File: config.mk
export PLATFORM = sky130hd
export DESIGN_NAME = temp_conv_core
export DESIGN_NICKNAME = d
export VERILOG_FILES = /design/src/temp_conv_pkg.sv /design/src/sync2.sv /design/src/cycle_timer.sv /design/src/temp_conv_core.sv
export VERILOG_INCLUDE_DIRS = /design/src /design/src/src
export SDC_FILE = /design/constraint.sdc
export NUM_CORES = 1
export LEC_CHECK = 0
export BUFFER_PORTS_ARGS = -buffer_cell sky130_fd_sc_hd__buf_2
export CAP_MARGIN = 30
export CORE_ASPECT_RATIO = 0.8
export CORE_MARGIN = 1.5
export CORE_UTILIZATION = 63
export CTS_BUF_LIST = sky130_fd_sc_hd__clkbuf_8
export CTS_CLUSTER_SIZE = 14
export DETAILED_ROUTE_END_ITERATION = 16
export HOLD_SLACK_MARGIN = 0.02
export MAX_ROUTING_LAYER = met4
export PLACE_DENSITY_LB_ADDON = 0.05
export SLEW_MARGIN = 25
export SYNTH_ARGS = -nofsm -noshare
export SYNTH_HDL_FRONTEND = slang
export SYNTH_SLANG_ARGS = --single-unit
File: constraint.sdc
create_clock -name mclk_in -period 5.4 [get_ports mclk_in]
set_input_delay 0 -clock mclk_in [delete_from_list [all_inputs] [get_ports mclk_in]]
set_output_delay 0 -clock mclk_in [all_outputs]
set_load 0.02 [all_outputs]
File: src/temp_conv_map.svh
// register offsets, field positions, reset values and timing figures
`ifndef TEMP_CONV_MAP_SVH
`define TEMP_CONV_MAP_SVH
`define PTR_TEMP 3'h0
`define PTR_CFG 3'h1
`define PTR_HYST 3'h2
`define PTR_OTL 3'h3
`define PTR_ADC 3'h4
`define PTR_CFG2 3'h5
`define CFG_CHAN_HI 7
`define CFG_CHAN_LO 5
`define CFG_FQ_HI 4
`define CFG_FQ_LO 3
`define CFG_POL 2
`define CFG_MODE 1
`define CFG_SHDN 0
`define CFG2_PIN 1
`define CFG2_TEST 0
`define CFG_RST 8'h00
`define CFG2_RST 2'h0
`define LIMIT_RST 9'h000
`define CHAN_TEMP 3'h0
`define CLK_MHZ 100
`define T_HOLD_DLY_US 3
`define T_PWRUP_US 4
`define T_CONV_AIN_US 15
`define T_CONV_TEMP_US 30
`define T_PERIOD_US 355
`define CYC(us) ((us) * `CLK_MHZ)
`endif

File: src/temp_conv_pkg.sv
// types shared by the conversion and register core
package temp_conv_pkg;
    typedef enum logic [1:0] {C_TRACK, C_ARM, C_DELAY, C_CONVERT} conv_state_t;
    typedef enum logic [2:0] {
        B_IDLE, B_ADDR, B_ACKA, B_WR, B_ACKW, B_RD, B_ACKR
    } bus_state_t;
    typedef struct packed {
        logic [2:0] channel;
        logic powered;
        logic hold;
        logic ref_amp_en;
    } afe_ctrl_t;
    typedef struct packed {
        logic polarity;
        logic int_mode;
        logic [2:0] fault_needed;
        logic [8:0] hysteresis_limit;
        logic [8:0] over_temp_limit;
    } ot_cfg_t;
    typedef struct packed {
        conv_state_t cs;
        bus_state_t bs;
        logic [2:0] conv_chan;
        logic scl_p;
        logic sda_p;
        logic cs_p;
        logic [3:0] bitcnt;
        logic [7:0] sh;
        logic rw;
        logic first;
        logic lo;
        logic active;
        logic nack;
        logic drv;
        logic txn_end;
        logic conv_done;
        logic [7:0] ptr;
        logic [7:0] cfg;
        logic [7:0] wr_hi;
        logic [1:0] cfg2;
        logic [8:0] hyst;
        logic [8:0] otl;
        logic [9:0] temp;
        logic [9:0] adc;
    } core_t;
endpackage

File: src/sync2.sv
// two-flop synchroniser for pins from outside the clock domain
`timescale 1ns/10ps
`default_nettype none
module sync2 #(
    parameter int W = 1
) (
    input wire logic mclk_in,
    input wire logic rst_in,
    input wire logic [W-1:0] d_in,
    output logic [W-1:0] q_out
);
    typedef struct packed {
        logic [W-1:0] s1;
        logic [W-1:0] s2;
    } sync_t;
    sync_t sync_ff;
    sync_t nxt_sync;

    generate
        if (W < 1) begin : g_bad
            $error("sync2: W must be at least 1");
        end
    endgenerate

    always_comb begin
        nxt_sync.s1 = d_in;
        nxt_sync.s2 = sync_ff.s1;
    end

    always_ff @(posedge mclk_in or posedge rst_in) begin
        if (rst_in) begin
            sync_ff <= '0;
        end else begin
            sync_ff <= nxt_sync;
        end
    end

    assign q_out = sync_ff.s2;
endmodule // sync2
`default_nettype wire

File: src/cycle_timer.sv
// loadable down-counter behind every sequencing delay
`timescale 1ns/10ps
`default_nettype none
module cycle_timer #(
    parameter int W = 16
) (
    input wire logic mclk_in,
    input wire logic rst_in,
    input wire logic load_in,
    input wire logic [W-1:0] count_in,
    output logic zero_out
);
    typedef struct packed {
        logic [W-1:0] cnt;
    } tmr_t;
    tmr_t tmr_ff;
    tmr_t nxt_tmr;

    generate
        if (W < 2) begin : g_bad
            $error("cycle_timer: W must be at least 2");
        end
    endgenerate

    // loads count-1 so the waiting state lasts exactly count cycles
    always_comb begin
        nxt_tmr = tmr_ff;
        if (load_in) begin
            nxt_tmr.cnt = (count_in == '0) ? '0 : count_in - W'(1);
        end else if (tmr_ff.cnt != '0) begin
            nxt_tmr.cnt = tmr_ff.cnt - W'(1);
        end
    end

    always_ff @(posedge mclk_in or posedge rst_in) begin
        if (rst_in) begin
            tmr_ff <= '0;
        end else begin
            tmr_ff <= nxt_tmr;
        end
    end

    assign zero_out = (tmr_ff.cnt == '0);
endmodule // cycle_timer
`default_nettype wire

File: src/temp_conv_core.sv
// conversion sequencer, serial register port and register file
`timescale 1ns/10ps
`default_nettype none
`include "temp_conv_map.svh"
// Contract
// RQ1 - convert_start_n falling edge enters hold and starts a conversion.
// RQ2 - in automatic mode each serial transaction triggers a conversion, timing restarts.
// RQ3 - conversion begins 3 us after the serial transaction completes.
// RQ4 - result ready 15 us after start for inputs, 30 us for temperature.
// RQ5 - only channel zero conversions update the temperature result.
// RQ6 - temperature is 10-bit twos complement, 0.25 C per step.
// RQ7 - temperature register 0x00 is 16-bit read-only, result in bits 15..6.
// RQ8 - first byte of each write loads pointer, later bytes go to selected register.
// RQ9 - only the low three pointer bits select a data register.
// RQ10 - the master writes zeros into pointer bits 7..3.
// RQ11 - pointer codes 0..5 select temp, config, hyst, over-temp, converter, secondary_configuration.
// RQ12 - config holds channel, fault queue, polarity and comparator/interrupt mode.
// RQ13 - config bit 0 set means shutdown; it is zero after reset.
// RQ14 - a temperature-only variant is always given channel code 000.
// RQ15 - conversion timing uses the internal clock; serial clock only for transfers.
// RQ16 - reference amplifier on only from conversion start to conversion end.
// RQ17 - channel 000 is the sensor, 001 to 100 are analog inputs one to four.
// RQ18 - fault queue codes 00..11 need 1, 2, 4 or 6 faults; 00 at reset.
// RQ19 - rising convert_start_n powers up; early falling edge waits out power-up.
// RQ20 - default mode converts every 355 us; pin mode only on convert_start_n.
// RQ21 - unused low bits of the temperature register read as zero.
module temp_conv_core
    import temp_conv_pkg::*;
#(
    parameter int CYC_PERIOD = `CYC(`T_PERIOD_US),
    parameter logic [3:0] ADDR_HI = 4'h6 // arbitrary value
) (
    input wire logic mclk_in,
    input wire logic rst_in,
    input wire logic scl_in,
    input wire logic sda_in,
    output logic sda_out,
    output logic sda_oe_n_out,
    input wire logic convert_start_n_in,
    input wire logic [2:0] addr_sel_in,
    input wire logic [9:0] adc_code_in,
    output afe_ctrl_t afe_out,
    output ot_cfg_t ot_cfg_out,
    output logic conv_done_out
);
    localparam int CYC_HOLD = `CYC(`T_HOLD_DLY_US);
    localparam int CYC_PWRUP = `CYC(`T_PWRUP_US);
    localparam int CYC_AIN = `CYC(`T_CONV_AIN_US);
    localparam int CYC_TEMP = `CYC(`T_CONV_TEMP_US);

    generate
        if (CYC_PERIOD < 2 || CYC_PERIOD > 65535) begin : g_bad
            $error("temp_conv_core: CYC_PERIOD out of range");
        end
    endgenerate

    core_t state_ff;
    core_t nxt_state;
    logic [5:0] pins_s;
    logic scl_s, sda_s, cs_s;
    logic [2:0] addr_s;
    logic seq_ld, per_ld, pu_ld, seq_zero, per_zero, pu_zero;
    logic [15:0] seq_cnt;
    logic go_conv, wr_byte, auto_mode, shdn;
    logic start_c, stop_c, scl_rise, scl_fall, cs_fall, cs_rise;
    logic [15:0] word;

    // ******************************************************
    // pin synchronisers and delay timers
    // ******************************************************
    // idle-high pins pass inverted so the flop reset matches idle level
    sync2 #(.W(6)) u_sync (
        .mclk_in(mclk_in),
        .rst_in(rst_in),
        .d_in({addr_sel_in, ~convert_start_n_in, ~sda_in, ~scl_in}),
        .q_out(pins_s)
    );
    assign scl_s = !pins_s[0];
    assign sda_s = !pins_s[1];
    assign cs_s = !pins_s[2];
    assign addr_s = pins_s[5:3];

    cycle_timer #(.W(16)) u_seq (
        .mclk_in(mclk_in),
        .rst_in(rst_in),
        .load_in(seq_ld),
        .count_in(seq_cnt),
        .zero_out(seq_zero)
    );
    cycle_timer #(.W(16)) u_per (
        .mclk_in(mclk_in),
        .rst_in(rst_in),
        .load_in(per_ld),
        .count_in(16'(CYC_PERIOD)),
        .zero_out(per_zero)
    );
    cycle_timer #(.W(16)) u_pwr (
        .mclk_in(mclk_in),
        .rst_in(rst_in),
        .load_in(pu_ld),
        .count_in(16'(CYC_PWRUP)),
        .zero_out(pu_zero)
    );

    // ******************************************************
    // register read view
    // ******************************************************
    function automatic logic [15:0] rd_word(input core_t c);
        case (c.ptr[2:0]) // RQ9 RQ11
            `PTR_TEMP: rd_word = {c.temp, 6'h00}; // RQ7 RQ21
            `PTR_CFG: rd_word = {c.cfg, c.cfg};
            `PTR_HYST: rd_word = {c.hyst, 7'h00};
            `PTR_OTL: rd_word = {c.otl, 7'h00};
            `PTR_ADC: rd_word = {c.adc, 6'h00};
            `PTR_CFG2: rd_word = {c.cfg2, 6'h00, c.cfg2, 6'h00};
            default: rd_word = 16'h0000;
        endcase
    endfunction

    assign word = rd_word(state_ff);
    assign auto_mode = !state_ff.cfg2[`CFG2_PIN];
    assign shdn = state_ff.cfg[`CFG_SHDN];
    assign start_c = state_ff.scl_p && scl_s && state_ff.sda_p && !sda_s;
    assign stop_c = state_ff.scl_p && scl_s && !state_ff.sda_p && sda_s;
    assign scl_rise = !state_ff.scl_p && scl_s;
    assign scl_fall = state_ff.scl_p && !scl_s;
    assign cs_fall = state_ff.cs_p && !cs_s;
    assign cs_rise = !state_ff.cs_p && cs_s;

    always_comb begin
        nxt_state = state_ff;
        nxt_state.scl_p = scl_s;
        nxt_state.sda_p = sda_s;
        nxt_state.cs_p = cs_s;
        nxt_state.txn_end = 1'b0;
        nxt_state.conv_done = 1'b0;
        seq_ld = 1'b0;
        seq_cnt = 16'(CYC_HOLD);
        per_ld = 1'b0;
        pu_ld = 1'b0;
        go_conv = 1'b0;
        wr_byte = 1'b0;
        // ******************************************************
        // serial register port, sampled on the core clock
        // ******************************************************
        if (start_c) begin
            nxt_state.bs = B_ADDR;
            nxt_state.bitcnt = 4'h0;
            nxt_state.drv = 1'b0;
            nxt_state.active = 1'b0;
            nxt_state.first = 1'b1;
            nxt_state.lo = 1'b0;
        end else if (stop_c) begin
            nxt_state.bs = B_IDLE;
            nxt_state.drv = 1'b0;
            nxt_state.active = 1'b0;
            nxt_state.txn_end = state_ff.active;
        end else if (scl_rise) begin
            case (state_ff.bs)
                B_ADDR, B_WR: begin
                    if (state_ff.bitcnt != 4'h8) begin
                        nxt_state.sh = {state_ff.sh[6:0], sda_s};
                        nxt_state.bitcnt = state_ff.bitcnt + 4'h1;
                    end
                end
                B_RD: nxt_state.bitcnt = state_ff.bitcnt + 4'h1;
                B_ACKR: nxt_state.nack = sda_s;
                default: nxt_state.nack = state_ff.nack;
            endcase
        end else if (scl_fall) begin
            case (state_ff.bs)
                B_ADDR: begin
                    if (state_ff.bitcnt == 4'h8) begin
                        if (state_ff.sh[7:1] == {ADDR_HI, addr_s}) begin
                            nxt_state.bs = B_ACKA;
                            nxt_state.drv = 1'b1;
                            nxt_state.active = 1'b1;
                            nxt_state.rw = state_ff.sh[0];
                        end else begin
                            nxt_state.bs = B_IDLE;
                        end
                    end
                end
                B_ACKA: begin
                    nxt_state.bitcnt = 4'h0;
                    if (state_ff.rw) begin
                        nxt_state.lo = 1'b0;
                        nxt_state.sh = word[15:8];
                        nxt_state.drv = !word[15];
                        nxt_state.bs = B_RD;
                    end else begin
                        nxt_state.drv = 1'b0;
                        nxt_state.bs = B_WR;
                    end
                end
                B_WR: begin
                    if (state_ff.bitcnt == 4'h8) begin
                        wr_byte = 1'b1;
                        nxt_state.drv = 1'b1;
                        nxt_state.bs = B_ACKW;
                        if (state_ff.first) begin
                            nxt_state.ptr = state_ff.sh; // RQ8 RQ10
                            nxt_state.first = 1'b0;
                            nxt_state.lo = 1'b0;
                        end else begin
                            case (state_ff.ptr[2:0]) // RQ8 RQ9 RQ11
                                `PTR_CFG: nxt_state.cfg = state_ff.sh; // RQ12
                                `PTR_CFG2: nxt_state.cfg2 = state_ff.sh[7:6];
                                `PTR_HYST, `PTR_OTL: begin
                                    nxt_state.lo = !state_ff.lo;
                                    if (!state_ff.lo) begin
                                        nxt_state.wr_hi = state_ff.sh;
                                    end else if (state_ff.ptr[0]) begin
                                        nxt_state.otl =
                                            {state_ff.wr_hi, state_ff.sh[7]};
                                    end else begin
                                        nxt_state.hyst =
                                            {state_ff.wr_hi, state_ff.sh[7]};
                                    end
                                end
                                // read-only targets ignore the data byte
                                default: nxt_state.lo = state_ff.lo;
                            endcase
                        end
                    end
                end
                B_ACKW: begin
                    nxt_state.drv = 1'b0;
                    nxt_state.bitcnt = 4'h0;
                    nxt_state.bs = B_WR;
                end
                B_RD: begin
                    if (state_ff.bitcnt == 4'h8) begin
                        nxt_state.drv = 1'b0;
                        nxt_state.bs = B_ACKR;
                    end else begin
                        nxt_state.drv = !state_ff.sh[6];
                        nxt_state.sh = {state_ff.sh[6:0], 1'b0};
                    end
                end
                B_ACKR: begin
                    if (state_ff.nack) begin
                        nxt_state.bs = B_IDLE;
                    end else begin
                        nxt_state.lo = !state_ff.lo;
                        nxt_state.sh = state_ff.lo ? word[15:8] : word[7:0];
                        nxt_state.drv = state_ff.lo ? !word[15] : !word[7];
                        nxt_state.bitcnt = 4'h0;
                        nxt_state.bs = B_RD;
                    end
                end
                default: nxt_state.bs = B_IDLE;
            endcase
        end
        // ******************************************************
        // conversion sequencer, internal clock only
        // ******************************************************
        if (cs_rise) begin
            pu_ld = 1'b1; // RQ19
        end
        case (state_ff.cs) // RQ15
            C_TRACK: begin
                if (cs_fall) begin
                    if (pu_zero) begin
                        go_conv = 1'b1; // RQ1
                    end else begin
                        nxt_state.cs = C_ARM; // RQ19
                    end
                end else if (state_ff.txn_end && auto_mode && !shdn) begin
                    nxt_state.cs = C_DELAY; // RQ2
                    seq_ld = 1'b1;
                    seq_cnt = 16'(CYC_HOLD); // RQ3
                end else if (auto_mode && !shdn && per_zero &&
                             !state_ff.active) begin
                    go_conv = 1'b1; // RQ20 RQ13
                end
            end
            C_ARM: begin
                if (pu_zero) begin
                    go_conv = 1'b1; // RQ19
                end
            end
            C_DELAY: begin
                if (seq_zero) begin
                    go_conv = 1'b1; // RQ3
                end
            end
            C_CONVERT: begin
                if (seq_zero) begin
                    nxt_state.conv_done = 1'b1;
                    nxt_state.cs = C_TRACK;
                    if (state_ff.conv_chan == `CHAN_TEMP) begin
                        nxt_state.temp = adc_code_in; // RQ5 RQ6
                    end else begin
                        nxt_state.adc = adc_code_in;
                    end
                end
            end
            default: nxt_state.cs = C_TRACK;
        endcase
        if (go_conv) begin
            nxt_state.cs = C_CONVERT;
            nxt_state.conv_chan = state_ff.cfg[`CFG_CHAN_HI:`CFG_CHAN_LO];
            seq_ld = 1'b1;
            // sensor channel takes the longer conversion
            seq_cnt = (state_ff.cfg[`CFG_CHAN_HI:`CFG_CHAN_LO] == `CHAN_TEMP)
                ? 16'(CYC_TEMP) : 16'(CYC_AIN); // RQ4 RQ17
            per_ld = 1'b1; // RQ20
        end
        // a transfer in automatic mode aborts; the stop restarts it
        if (auto_mode && state_ff.active && nxt_state.cs != C_TRACK) begin
            nxt_state.cs = C_TRACK; // RQ2
            seq_ld = 1'b0;
            per_ld = 1'b0;
        end
    end

    always_ff @(posedge mclk_in or posedge rst_in) begin
        if (rst_in) begin
            state_ff <= '{cs: C_TRACK, bs: B_IDLE, cfg: `CFG_RST, // RQ13
                cfg2: `CFG2_RST, hyst: `LIMIT_RST, otl: `LIMIT_RST,
                scl_p: 1'b1, sda_p: 1'b1, cs_p: 1'b1, default: '0};
        end else begin
            state_ff <= nxt_state;
        end
    end

    // ******************************************************
    // outputs
    // ******************************************************
    always_comb begin
        afe_out.hold = (state_ff.cs == C_CONVERT); // RQ1
        afe_out.ref_amp_en = (state_ff.cs == C_CONVERT); // RQ16
        afe_out.powered = (state_ff.cs != C_TRACK) || !pu_zero;
        afe_out.channel = (state_ff.cs == C_CONVERT) ? state_ff.conv_chan
            : state_ff.cfg[`CFG_CHAN_HI:`CFG_CHAN_LO];
        ot_cfg_out.polarity = state_ff.cfg[`CFG_POL]; // RQ12
        ot_cfg_out.int_mode = state_ff.cfg[`CFG_MODE];
        case (state_ff.cfg[`CFG_FQ_HI:`CFG_FQ_LO]) // RQ18
            2'h0: ot_cfg_out.fault_needed = 3'h1;
            2'h1: ot_cfg_out.fault_needed = 3'h2;
            2'h2: ot_cfg_out.fault_needed = 3'h4;
            default: ot_cfg_out.fault_needed = 3'h6;
        endcase
        ot_cfg_out.hysteresis_limit = state_ff.hyst;
        ot_cfg_out.over_temp_limit = state_ff.otl;
    end
    assign sda_out = 1'b0;
    assign sda_oe_n_out = !state_ff.drv;
    assign conv_done_out = state_ff.conv_done;

    // ******************************************************
    // assertions
    // ******************************************************
    logic [15:0] age_ff;
    always_ff @(posedge mclk_in or posedge rst_in) begin
        if (rst_in) begin
            age_ff <= 16'h0000;
        end else if (nxt_state.cs != state_ff.cs) begin
            age_ff <= 16'h0000;
        end else begin
            age_ff <= age_ff + 16'h0001;
        end
    end
endmodule // temp_conv_core
`default_nettype wire

==> results.cfg, run 1 <==
[finish]
final_common_cell = dfrtp_1
nets = 813
finalNonFillerCells = 941
drive_above_1_share_pct = 21.19
area_delta_synth_final_pct = 10.24
utilization_pct = 72.55
final_cell_mix = dfrtp_1 (147), nor2_1 (72), mux2_2 (66), nand2_1 (53), buf_2 (48)
antenna_cells = 0

[synth]
synth_cell_type_count = 70
syn-num-nets = 775
syn_area_um2 = 7724
yosysSeqAreaShare_pct = 48.65
ys.flop_type = dfrtp_1
syn_inst = 742
syn_avg_cell_area_um2 = 10.41
ys.warnings.count = 0
async_flop_share_pct = 100.0
synth_edf_count = 0
ys_ff_latch = 150

[floorplanning]
start_util_pct = 65.81
core_area_um2 = 11740
io_pins = 50
die_w_um = 126.8
die_area_um2 = 12940
die_y_um = 102.0
num_rows = 35

[clock_tree]
cts_buffers = 17
clk_path_buf_depth = 2
htreeDepth = 4
clockRootBuffer = clkbuf_8
ctsResizeCount = 0
clock_latency_ns = 0.45
cts_tree = yes
cts.sinks = 150
clk_pin_slew_ns = 0.09

[routing]
drtAntennaViolNets = 0
wl_met3_um = 894
drc = 0
viasPerCell = 6.073
routed_wirelength_um = 17000
drt-met1-wl_um = 8577
via_count = 5715
top_layer_used = met4
dr.pass1.iters = 5
wl_per_cell_um = 18.06
wl_met2_um = 7382
initialDrtViolationCount = 537

[global_routing]
grt_pass1_wl_um = 28130
antenna_found_initial = 0
overflow = 0
grt_pass1_vias = 5377
grt_start_max_net_pins = 78
grt_usage_pct = 28.89

[critical_path]
crit_path_top_delay_cell = dfstp_2
max_stage_delay_ns = 0.57
cp-end-kind = flop
critPathMaxFanout = 16
critPathBufInv = 1
required_ns = 5.72
startpoint_type = flop
worstPathCellList = inv_1 -> ha_1 -> nand2b_1 -> nor2_1 -> nand2_1 -> nor3_1 -> nand2_1 -> nor2_1 -> mux2_2
path_class = reg2reg
crit_family = simple AND/OR/NAND/NOR gates
crit_arrival_ns = 3.61

[timing]
timing.setup.tns_ns = 0
fmax_ghz = 0.3044
setup_viol = 0
worstMarginPinSlew_ns = 0.9823
rsz0062_at_grt = false
skew_ns = 0.01684
post-route-min-period_ns = 3.286
max_slew_margin_pct = 34.27
hold_violations = 0
maxSlewViolCount = 0
post-route-period-util_pct = 60.84

[place]
io_buffer_count = 48
place.gp.congestion = 0.9184
placed_cells = 891
dp_hpwl_um = 12020

[hold_path]
min_path_type = in2reg

[pwr]
leakagePower_uw = 0.003806
p_per_area_nw_per_um2 = 288.9
irDropWorstVdd_uv = 176.0

[flow_run]
max_cap_violations = 0

[run_status]
status = complete, no violations
==> layout make-up <==
| cell class | instances | area [um^2] |
|---|---|---|
| Clock buffer | 18 | 247.7 |
| Tap cell | 148 | 185.2 |
| Inverter | 26 | 102.6 |
| Sequential cell | 150 | 3757 |
| Clock inverter | 14 | 171.4 |
| Multi-Input combinational cell | 516 | 3590 |
| Fill cell | 865 | 3222 |
| Timing Repair Buffer | 69 | 460.4 |
==> per-stage QoR <==
stage          hold WS (ns)  total power, uW  cell area, um^2  worst slack, ns
2_1_floorplan       0.03143             1468             7724            1.369
3_3_place_gp         0.1088             1547             7898            2.292
3_5_place_dp         0.1093             1553             7898            2.200
4_1_cts              0.1721             2469             8487            2.180
5_1_grt              0.1806             2565             8514            1.876
6_report             0.1993             2460             8514            2.114
==> timing repair <==
item,4_1_cts,5_1_grt
hold buffers,17,0
setup buffers,0,0
endpoints found under the hold margin,100,0
==> worst register-to-register path: stages (launching register included) <==
cell	delay, ns
dfstp_2	0.57
inv_1	0.05
ha_1	0.41
nand2b_1	0.32
nor2_1	0.21
nand2_1	0.10
nor3_1	0.40
nand2_1	0.14
nor2_1	0.55
mux2_2	0.41
==> state kept, by name, summed over array words and instances (netlist names) <==
| signal | cells |
|---|---|
| u_per.tmr_ff | 16 |
| u_seq.tmr_ff | 16 |
| u_sync.nxt_sync | 6 |
| conv_done_out | 1 |
| state_ff | 68 |
| shdn | 1 |
| u_sync.q_out | 6 |
| ot_cfg_out | 20 |
| u_pwr.tmr_ff | 16 |
==> metal layers <==
layer  vias to the layer above  global-route usage, %
met1                      2813                  43.55
met4                         0                  6.206
met5                         -                      -
met2                       183                  40.98
met3                        17                  5.288
li1                       2702                      -
==> cells in the mapped netlist (4+ instances only) <==
| library cell | n | area [um^2] |
|---|---|---|
| mux2i_1 | 17 | 170.2 |
| or3_1 | 14 | 87.58 |
| a22oi_1 | 19 | 142.6 |
| xor2_1 | 17 | 148.9 |
| o31ai_1 | 4 | 30.03 |
| nor2_1 | 72 | 270.3 |
| a31oi_1 | 4 | 25.02 |
| or4_1 | 8 | 60.06 |
| mux2_2 | 66 | 743.2 |
| nor2b_1 | 7 | 43.79 |
| nand2_1 | 53 | 198.9 |
| nor3b_1 | 5 | 37.54 |
| or2_2 | 4 | 25.02 |
| o21ai_0 | 41 | 205.2 |
| dfrtp_1 | 147 | 3679 |
| xnor2_1 | 19 | 166.4 |
| a2bb2oi_1 | 5 | 43.79 |
| nand2b_1 | 9 | 56.30 |
| a21oi_1 | 28 | 140.1 |
| o211ai_1 | 6 | 45.04 |
| nand3_1 | 16 | 80.08 |
| clkbuf_1 | 24 | 90.09 |
| nor3_1 | 17 | 85.08 |
| ha_1 | 15 | 187.7 |
| nor4_1 | 8 | 50.05 |
| inv_1 | 26 | 97.59 |
| buf_4 | 22 | 165.2 |
| nand4_1 | 6 | 37.54 |
==> logic make-up (layout without fill, tap and decap cells) <==
kind of cell               after synthesis  in the layout  synth area share [%]
muxes                                   84             84                 12.12
xor gates and xnor gates                36             36                 4.082
and+or+nand+nor                        243            243                 16.02
AOI/OAI and AO/OA                      137            137                 11.78
adders and majority gates               15             15                 2.430
other                                    1              1               0.04855
DFF                                    150            150                 48.65
buffers and inverters                   76            127                 4.876
==> power by group <==
group	leakage (uW)	switching (uW)	internal [uW]
logic	0.00172	171	118
registers	0.00187	82.8	1180
clock network	0.000212	437	473
total	0.00381	691	1770
==> final timing paths <==
kind,to,depth (start not counted),slack [ns],from
setup / recovery,state_ff[47],9,2.11,state_ff[86]
hold / removal,u_sync.nxt_sync[3],2,0.20,addr_sel_in[0]
setup reg to reg,state_ff[47],9,2.11,state_ff[86]
hold reg to reg,u_sync.q_out[0],0,0.36,u_sync.nxt_sync[0]
max in group asynchronous,state_ff[53],5,4.08,rst_in
min in group asynchronous,state_ff[91],3,0.24,rst_in
Power figures use the tool's default switching activity.
==> run 2, diff against run 1 <==
==> constraint.sdc (replaced) <==
create_clock -name mclk_in -period 3.2 [get_ports mclk_in]
set_input_delay 0 -clock mclk_in [delete_from_list [all_inputs] [get_ports mclk_in]]
set_output_delay 0 -clock mclk_in [all_outputs]
set_load 0.02 [all_outputs]
==> run 2 against run 1 <==
  * Non-clock buffer count up 16
  * Worst hold slack lost 0.048 ns
  * Worst setup slack lost 1.8 ns
  * Critical path depth decreased by 2
  * Combinational power grew 74%
==> results.cfg, run 2 (same netlist as run 1, synthesis figures left out) <==
[run_status]
status = complete, no violations

[finish]
largest_reg_flops = 68
regMostFlops = state_ff
final_common_cell = dfrtp_1
drive_above_1_share_pct = 22.74
nets = 829
utilization_pct = 73.72
area_delta_synth_final_pct = 12.02
final_cell_mix = dfrtp_1 (147), nor2_1 (72), mux2_2 (66), nand2_1 (53), buf_2 (48)
fill_cells = 806
antenna_cells = 0

[clock_tree]
clockRootBuffer = clkbuf_8
cts_tree = yes
cts_buffers = 17
clk_pin_slew_ns = 0.09
clk_path_buf_depth = 2
htreeDepth = 4
cts.sinks = 150
clock_latency_ns = 0.46

[routing]
initialDrtViolationCount = 428
dr.pass1.iters = 5
drc = 0
drtAntennaViolNets = 0
viasPerCell = 6.067
routed_wirelength_um = 17350
via_count = 5806
wl_per_cell_um = 18.12

[timing]
post-route-period-util_pct = 90.94
hold_violations = 0
timing.setup.tns_ns = 0
rsz0062_at_grt = false
fmax_ghz = 0.3436
finalWorstSetupSlack_ns = 0.2899
max_slew_margin_pct = 47.21
setup_viol = 0
maxSlewViolCount = 0
worstMarginPinSlew_ns = 0.7889
post-route-min-period_ns = 2.910
skew_ns = 0.01666

[pwr]
power_frac_clock_pct = 38.4
irDropWorstVdd_uv = 353.3
seq_power_share_pct = 49.8
leakagePower_uw = 0.003895
combPwrFrac_pct = 11.8
internal_power_uw = 3073
p_switching_uw = 1177
p_sw_share_pct = 27.69
p_per_area_nw_per_um2 = 491.2

[floorplanning]
die_w_um = 126.8
io_pins = 50
core_area_um2 = 11740
num_rows = 35
die_area_um2 = 12940
die_y_um = 102.0
start_util_pct = 65.81

[critical_path]
cp-end-kind = flop
worstPathCellList = or4_1 -> nor4_4 -> nand2_2 -> a31o_1 -> a31oi_4 -> or2_1 -> o211ai_1
crit_family = simple AND/OR/NAND/NOR gates
r2r_slack_ns = 0.29
startpoint_type = flop
critPathMaxFanout = 8
crit_arrival_ns = 3.23
required_ns = 3.52
max_stage_delay_ns = 0.67
r2r_end = u_seq.tmr_ff[1]
r2r_cells = 7
r2r-start = u_pwr.tmr_ff[7]
crit_path_top_delay_cell = or4_1
path_class = reg2reg
critPathBufInv = 0

[place]
dp_hpwl_um = 12080
place.gp.congestion = 0.8786
place_ws_ns = 0.3225
io_buffer_count = 48

[global_routing]
grt_pass1_vias = 5535
overflow = 0
grt_usage_pct = 29.30
grt_pass1_wl_um = 28370
antenna_found_initial = 0
grt_start_max_net_pins = 95

[hold_path]
min_path_type = in2async

[flow_run]
max_cap_violations = 0
==> run 2: cell types whose count changed in the layout (fill, tap and decap cells not counted) <==
cell,change
buf_12,+1
buf_16,-1
buf_4,+16
bufinv_16,+1
clkinv_2,-1
clkinv_4,+2
inv_6,-2
==> run 2: how the worst max path moves through the flow <==
stage                         start                to  cells past startpoint
floorplan           u_pwr.tmr_ff[7]  u_seq.tmr_ff[10]                      9
global placement    u_pwr.tmr_ff[7]   u_seq.tmr_ff[1]                      7
detailed placement  u_seq.tmr_ff[0]   u_seq.tmr_ff[2]                      9
CTS                 u_seq.tmr_ff[0]   u_seq.tmr_ff[2]                      9
global route        u_seq.tmr_ff[0]   u_seq.tmr_ff[9]                      9
finish              u_pwr.tmr_ff[7]   u_seq.tmr_ff[1]                      7
==> run 2: tightest hold or removal path: cells and delay by family <==
family | cells | cell delay, ns
buf+inv | 3 | 1.06
==> run 2: power groups by stage <==
stage / combinational, uW / sequential (uW) / clock [uW]
2_1_floorplan: 383 / 2090 / 0
3_3_place_gp: 466 / 2140 / 0
3_5_place_dp: 481 / 2150 / 0
4_1_cts: 502 / 2110 / 1650
5_1_grt: 568 / 2130 / 1740
6_report: 502 / 2120 / 1630
==> run 2: timing repair <==
action | in CTS | in global routing
endpoints found under the setup margin | 0 | 0
endpoints found under the hold margin | 50 | 0
setup buffers | 0 | 0
hold buffers | 17 | 0
resized for setup | 0 | 0
==> run 2: final cells by class <==
type                    count  area [um^2]  share of cell area [%]
clock buffers              18        247.7                   2.863
clock inverters            14        197.7                   2.285
inverters                  26        101.3                   1.171
multi-input cells         516         3590                   41.49
flip-flops and latches    150         3757                   43.43
well taps                 148        185.2                   2.140
repair buffers             85        573.1                   6.623
==> run 2: metal layers <==
metal,wire length (um),GRT usage (%),share of wire [%]
met2,7852,43.21,45
met3,1128,6.649,6.5
met4,210,8.741,1.2
met1,8154,40.99,47
met5,0,-,0
==> run 2: metrics by stage <==
stage                     instance area, um^2  total power, uW  hold slack, ns  std cells
after floorplan                          7727             2478         0.03143        742
after global placement                   8036             2609         0.08663        908
after detailed placement                 8036             2628         0.09542        908
after CTS                                8652             4259          0.1594        957
after global routing                     8652             4436          0.1686        957
final                                    8652             4250          0.1509        957
==> run 3, diff against run 2 <==
--- a/config.mk
+++ b/config.mk
@@ -11,7 +11,7 @@
 export CORE_ASPECT_RATIO = 0.8
 export CORE_MARGIN = 1.5
 export CORE_UTILIZATION = 63
-export CTS_BUF_LIST = sky130_fd_sc_hd__clkbuf_8
+export CTS_BUF_LIST = sky130_fd_sc_hd__clkbuf_4 sky130_fd_sc_hd__clkbuf_8
 export CTS_CLUSTER_SIZE = 14
 export DETAILED_ROUTE_END_ITERATION = 16
 export HOLD_SLACK_MARGIN = 0.02
==> run 3 against run 2 <==
  * Worst setup slack lost 0.0026 ns
  * Via count about the same
  * Design area barely moved
  * Critical path depth stayed put
  * Clock skew barely moved
  * Critical endpoint unchanged
==> results.cfg, run 3 (same netlist as run 1, synthesis figures left out) <==
[floorplanning]
num_rows = 35
die_area_um2 = 12940
io_pins = 50
core_area_um2 = 11740
die_w_um = 126.8
start_util_pct = 65.81
die_y_um = 102.0

[routing]
dr.pass1.iters = 5
viasPerCell = 6.063
drtAntennaViolNets = 0
wl_per_cell_um = 18.14
routed_wirelength_um = 17360
drc = 0
initialDrtViolationCount = 428
via_count = 5802

[hold_path]
min_path_type = in2async

[global_routing]
grt_pass1_vias = 5535
overflow = 0
grt_pass1_wl_um = 28370
grt_start_max_net_pins = 95
antenna_found_initial = 0
grt_usage_pct = 29.30

[place]
io_buffer_count = 48
dp_hpwl_um = 12080
placed_cells = 908
place_area_um2 = 8036
place.gp.congestion = 0.8786

[timing]
setup_viol = 0
timing.setup.tns_ns = 0
hold_ws_ns = 0.1535
hold_violations = 0
post-route-min-period_ns = 2.913
post-route-period-util_pct = 91.02
rsz0062_at_grt = false
max_slew_margin_pct = 47.21
maxSlewViolCount = 0
skew_ns = 0.01678
fmax_ghz = 0.3433
worstMarginPinSlew_ns = 0.7889

[critical_path]
r2r_end = u_seq.tmr_ff[1]
r2r_cells = 7
critPathMaxFanout = 8
cp-end-kind = flop
required_ns = 3.52
r2r-start = u_pwr.tmr_ff[7]
startpoint_type = flop
crit_arrival_ns = 3.23
r2r_slack_ns = 0.29
path_class = reg2reg

[clock_tree]
clk_path_buf_depth = 2
postCtsSetupBuffers = 0
clock_latency_ns = 0.45
clk_pin_slew_ns = 0.09
cts.sinks = 150
clockRootBuffer = clkbuf_8
cts_tree = yes
htreeDepth = 4
ctsResizeCount = 0
ctsHoldBuffers = 17
cts_buffers = 17

[finish]
antenna_cells = 0
nets = 829
finalNonFillerCells = 957
largest_reg_flops = 68
postLayoutCellArea_um2 = 8656
regMostFlops = state_ff
area_delta_synth_final_pct = 12.07
final_common_cell = dfrtp_1
drive_above_1_share_pct = 22.87
final_cell_mix = dfrtp_1 (147), nor2_1 (72), mux2_2 (66), nand2_1 (53), buf_2 (48)

[pwr]
irDropWorstVdd_uv = 353.2
p_per_area_nw_per_um2 = 492.2
leakagePower_uw = 0.003895
power_uw = 4261

[run_status]
status = complete, no violations

[flow_run]
max_cap_violations = 0
==> run 3: cell count changes in the layout (fill, tap and decap cells not counted), sizes merged <==
cell / before / now
clkbuf: 18 / 19
inv: 29 / 28
==> run 3: per-layer routing <==
metal | track usage, % | wire [um]
met3 | 6.649 | 1107
met5 | - | 0
met2 | 43.21 | 7869
met1 | 40.99 | 8174
met4 | 8.741 | 207
==> run 3: cell type report <==
class,instances,area (um^2)
tap,148,185.2
sequential,150,3757
fill,805,3080
timing repair buffer,85,573.1
multi-input combinational,516,3590
inverter,26,101.3
clock buffer,19,255.2
clock inverter,13,193.9
==> run 3: worst max-delay path: stages, from the launching register on <==
cell and delay (ns):
dfrtp_1 0.44, or4_1 0.67, nor4_4 0.62, nand2_2 0.10
a31o_1 0.28, a31oi_4 0.23, or2_1 0.29, o211ai_1 0.14
==> run 3: metrics by stage <==
step	util (%)	worst slack (ns)
after floorplan	-	0.5372
after global placement	68.48	0.4389
after detailed placement	68.48	0.3225
after CTS	73.75	0.3106
after global routing	73.75	0.07665
final	73.75	0.2873
==> run 3: how the worst max path moves through the flow <==
| stage | end | start | slack (ns) |
|---|---|---|---|
| after floorplan | u_seq.tmr_ff[10] | u_pwr.tmr_ff[7] | 0.54 |
| after global placement | u_seq.tmr_ff[1] | u_pwr.tmr_ff[7] | 0.44 |
| final | u_seq.tmr_ff[1] | u_pwr.tmr_ff[7] | 0.29 |
| after global routing | u_seq.tmr_ff[9] | u_seq.tmr_ff[0] | 0.08 |
| after CTS | u_seq.tmr_ff[2] | u_seq.tmr_ff[0] | 0.31 |
| after detailed placement | u_seq.tmr_ff[2] | u_seq.tmr_ff[0] | 0.32 |
==> run 3: power by group <==
| part | leakage, uW | switching (uW) | internal (uW) |
|---|---|---|---|
| registers | 0.00187 | 129 | 1990 |
| logic | 0.00180 | 295 | 207 |
| clock network | 0.000225 | 752 | 890 |
| total | 0.00389 | 1180 | 3080 |
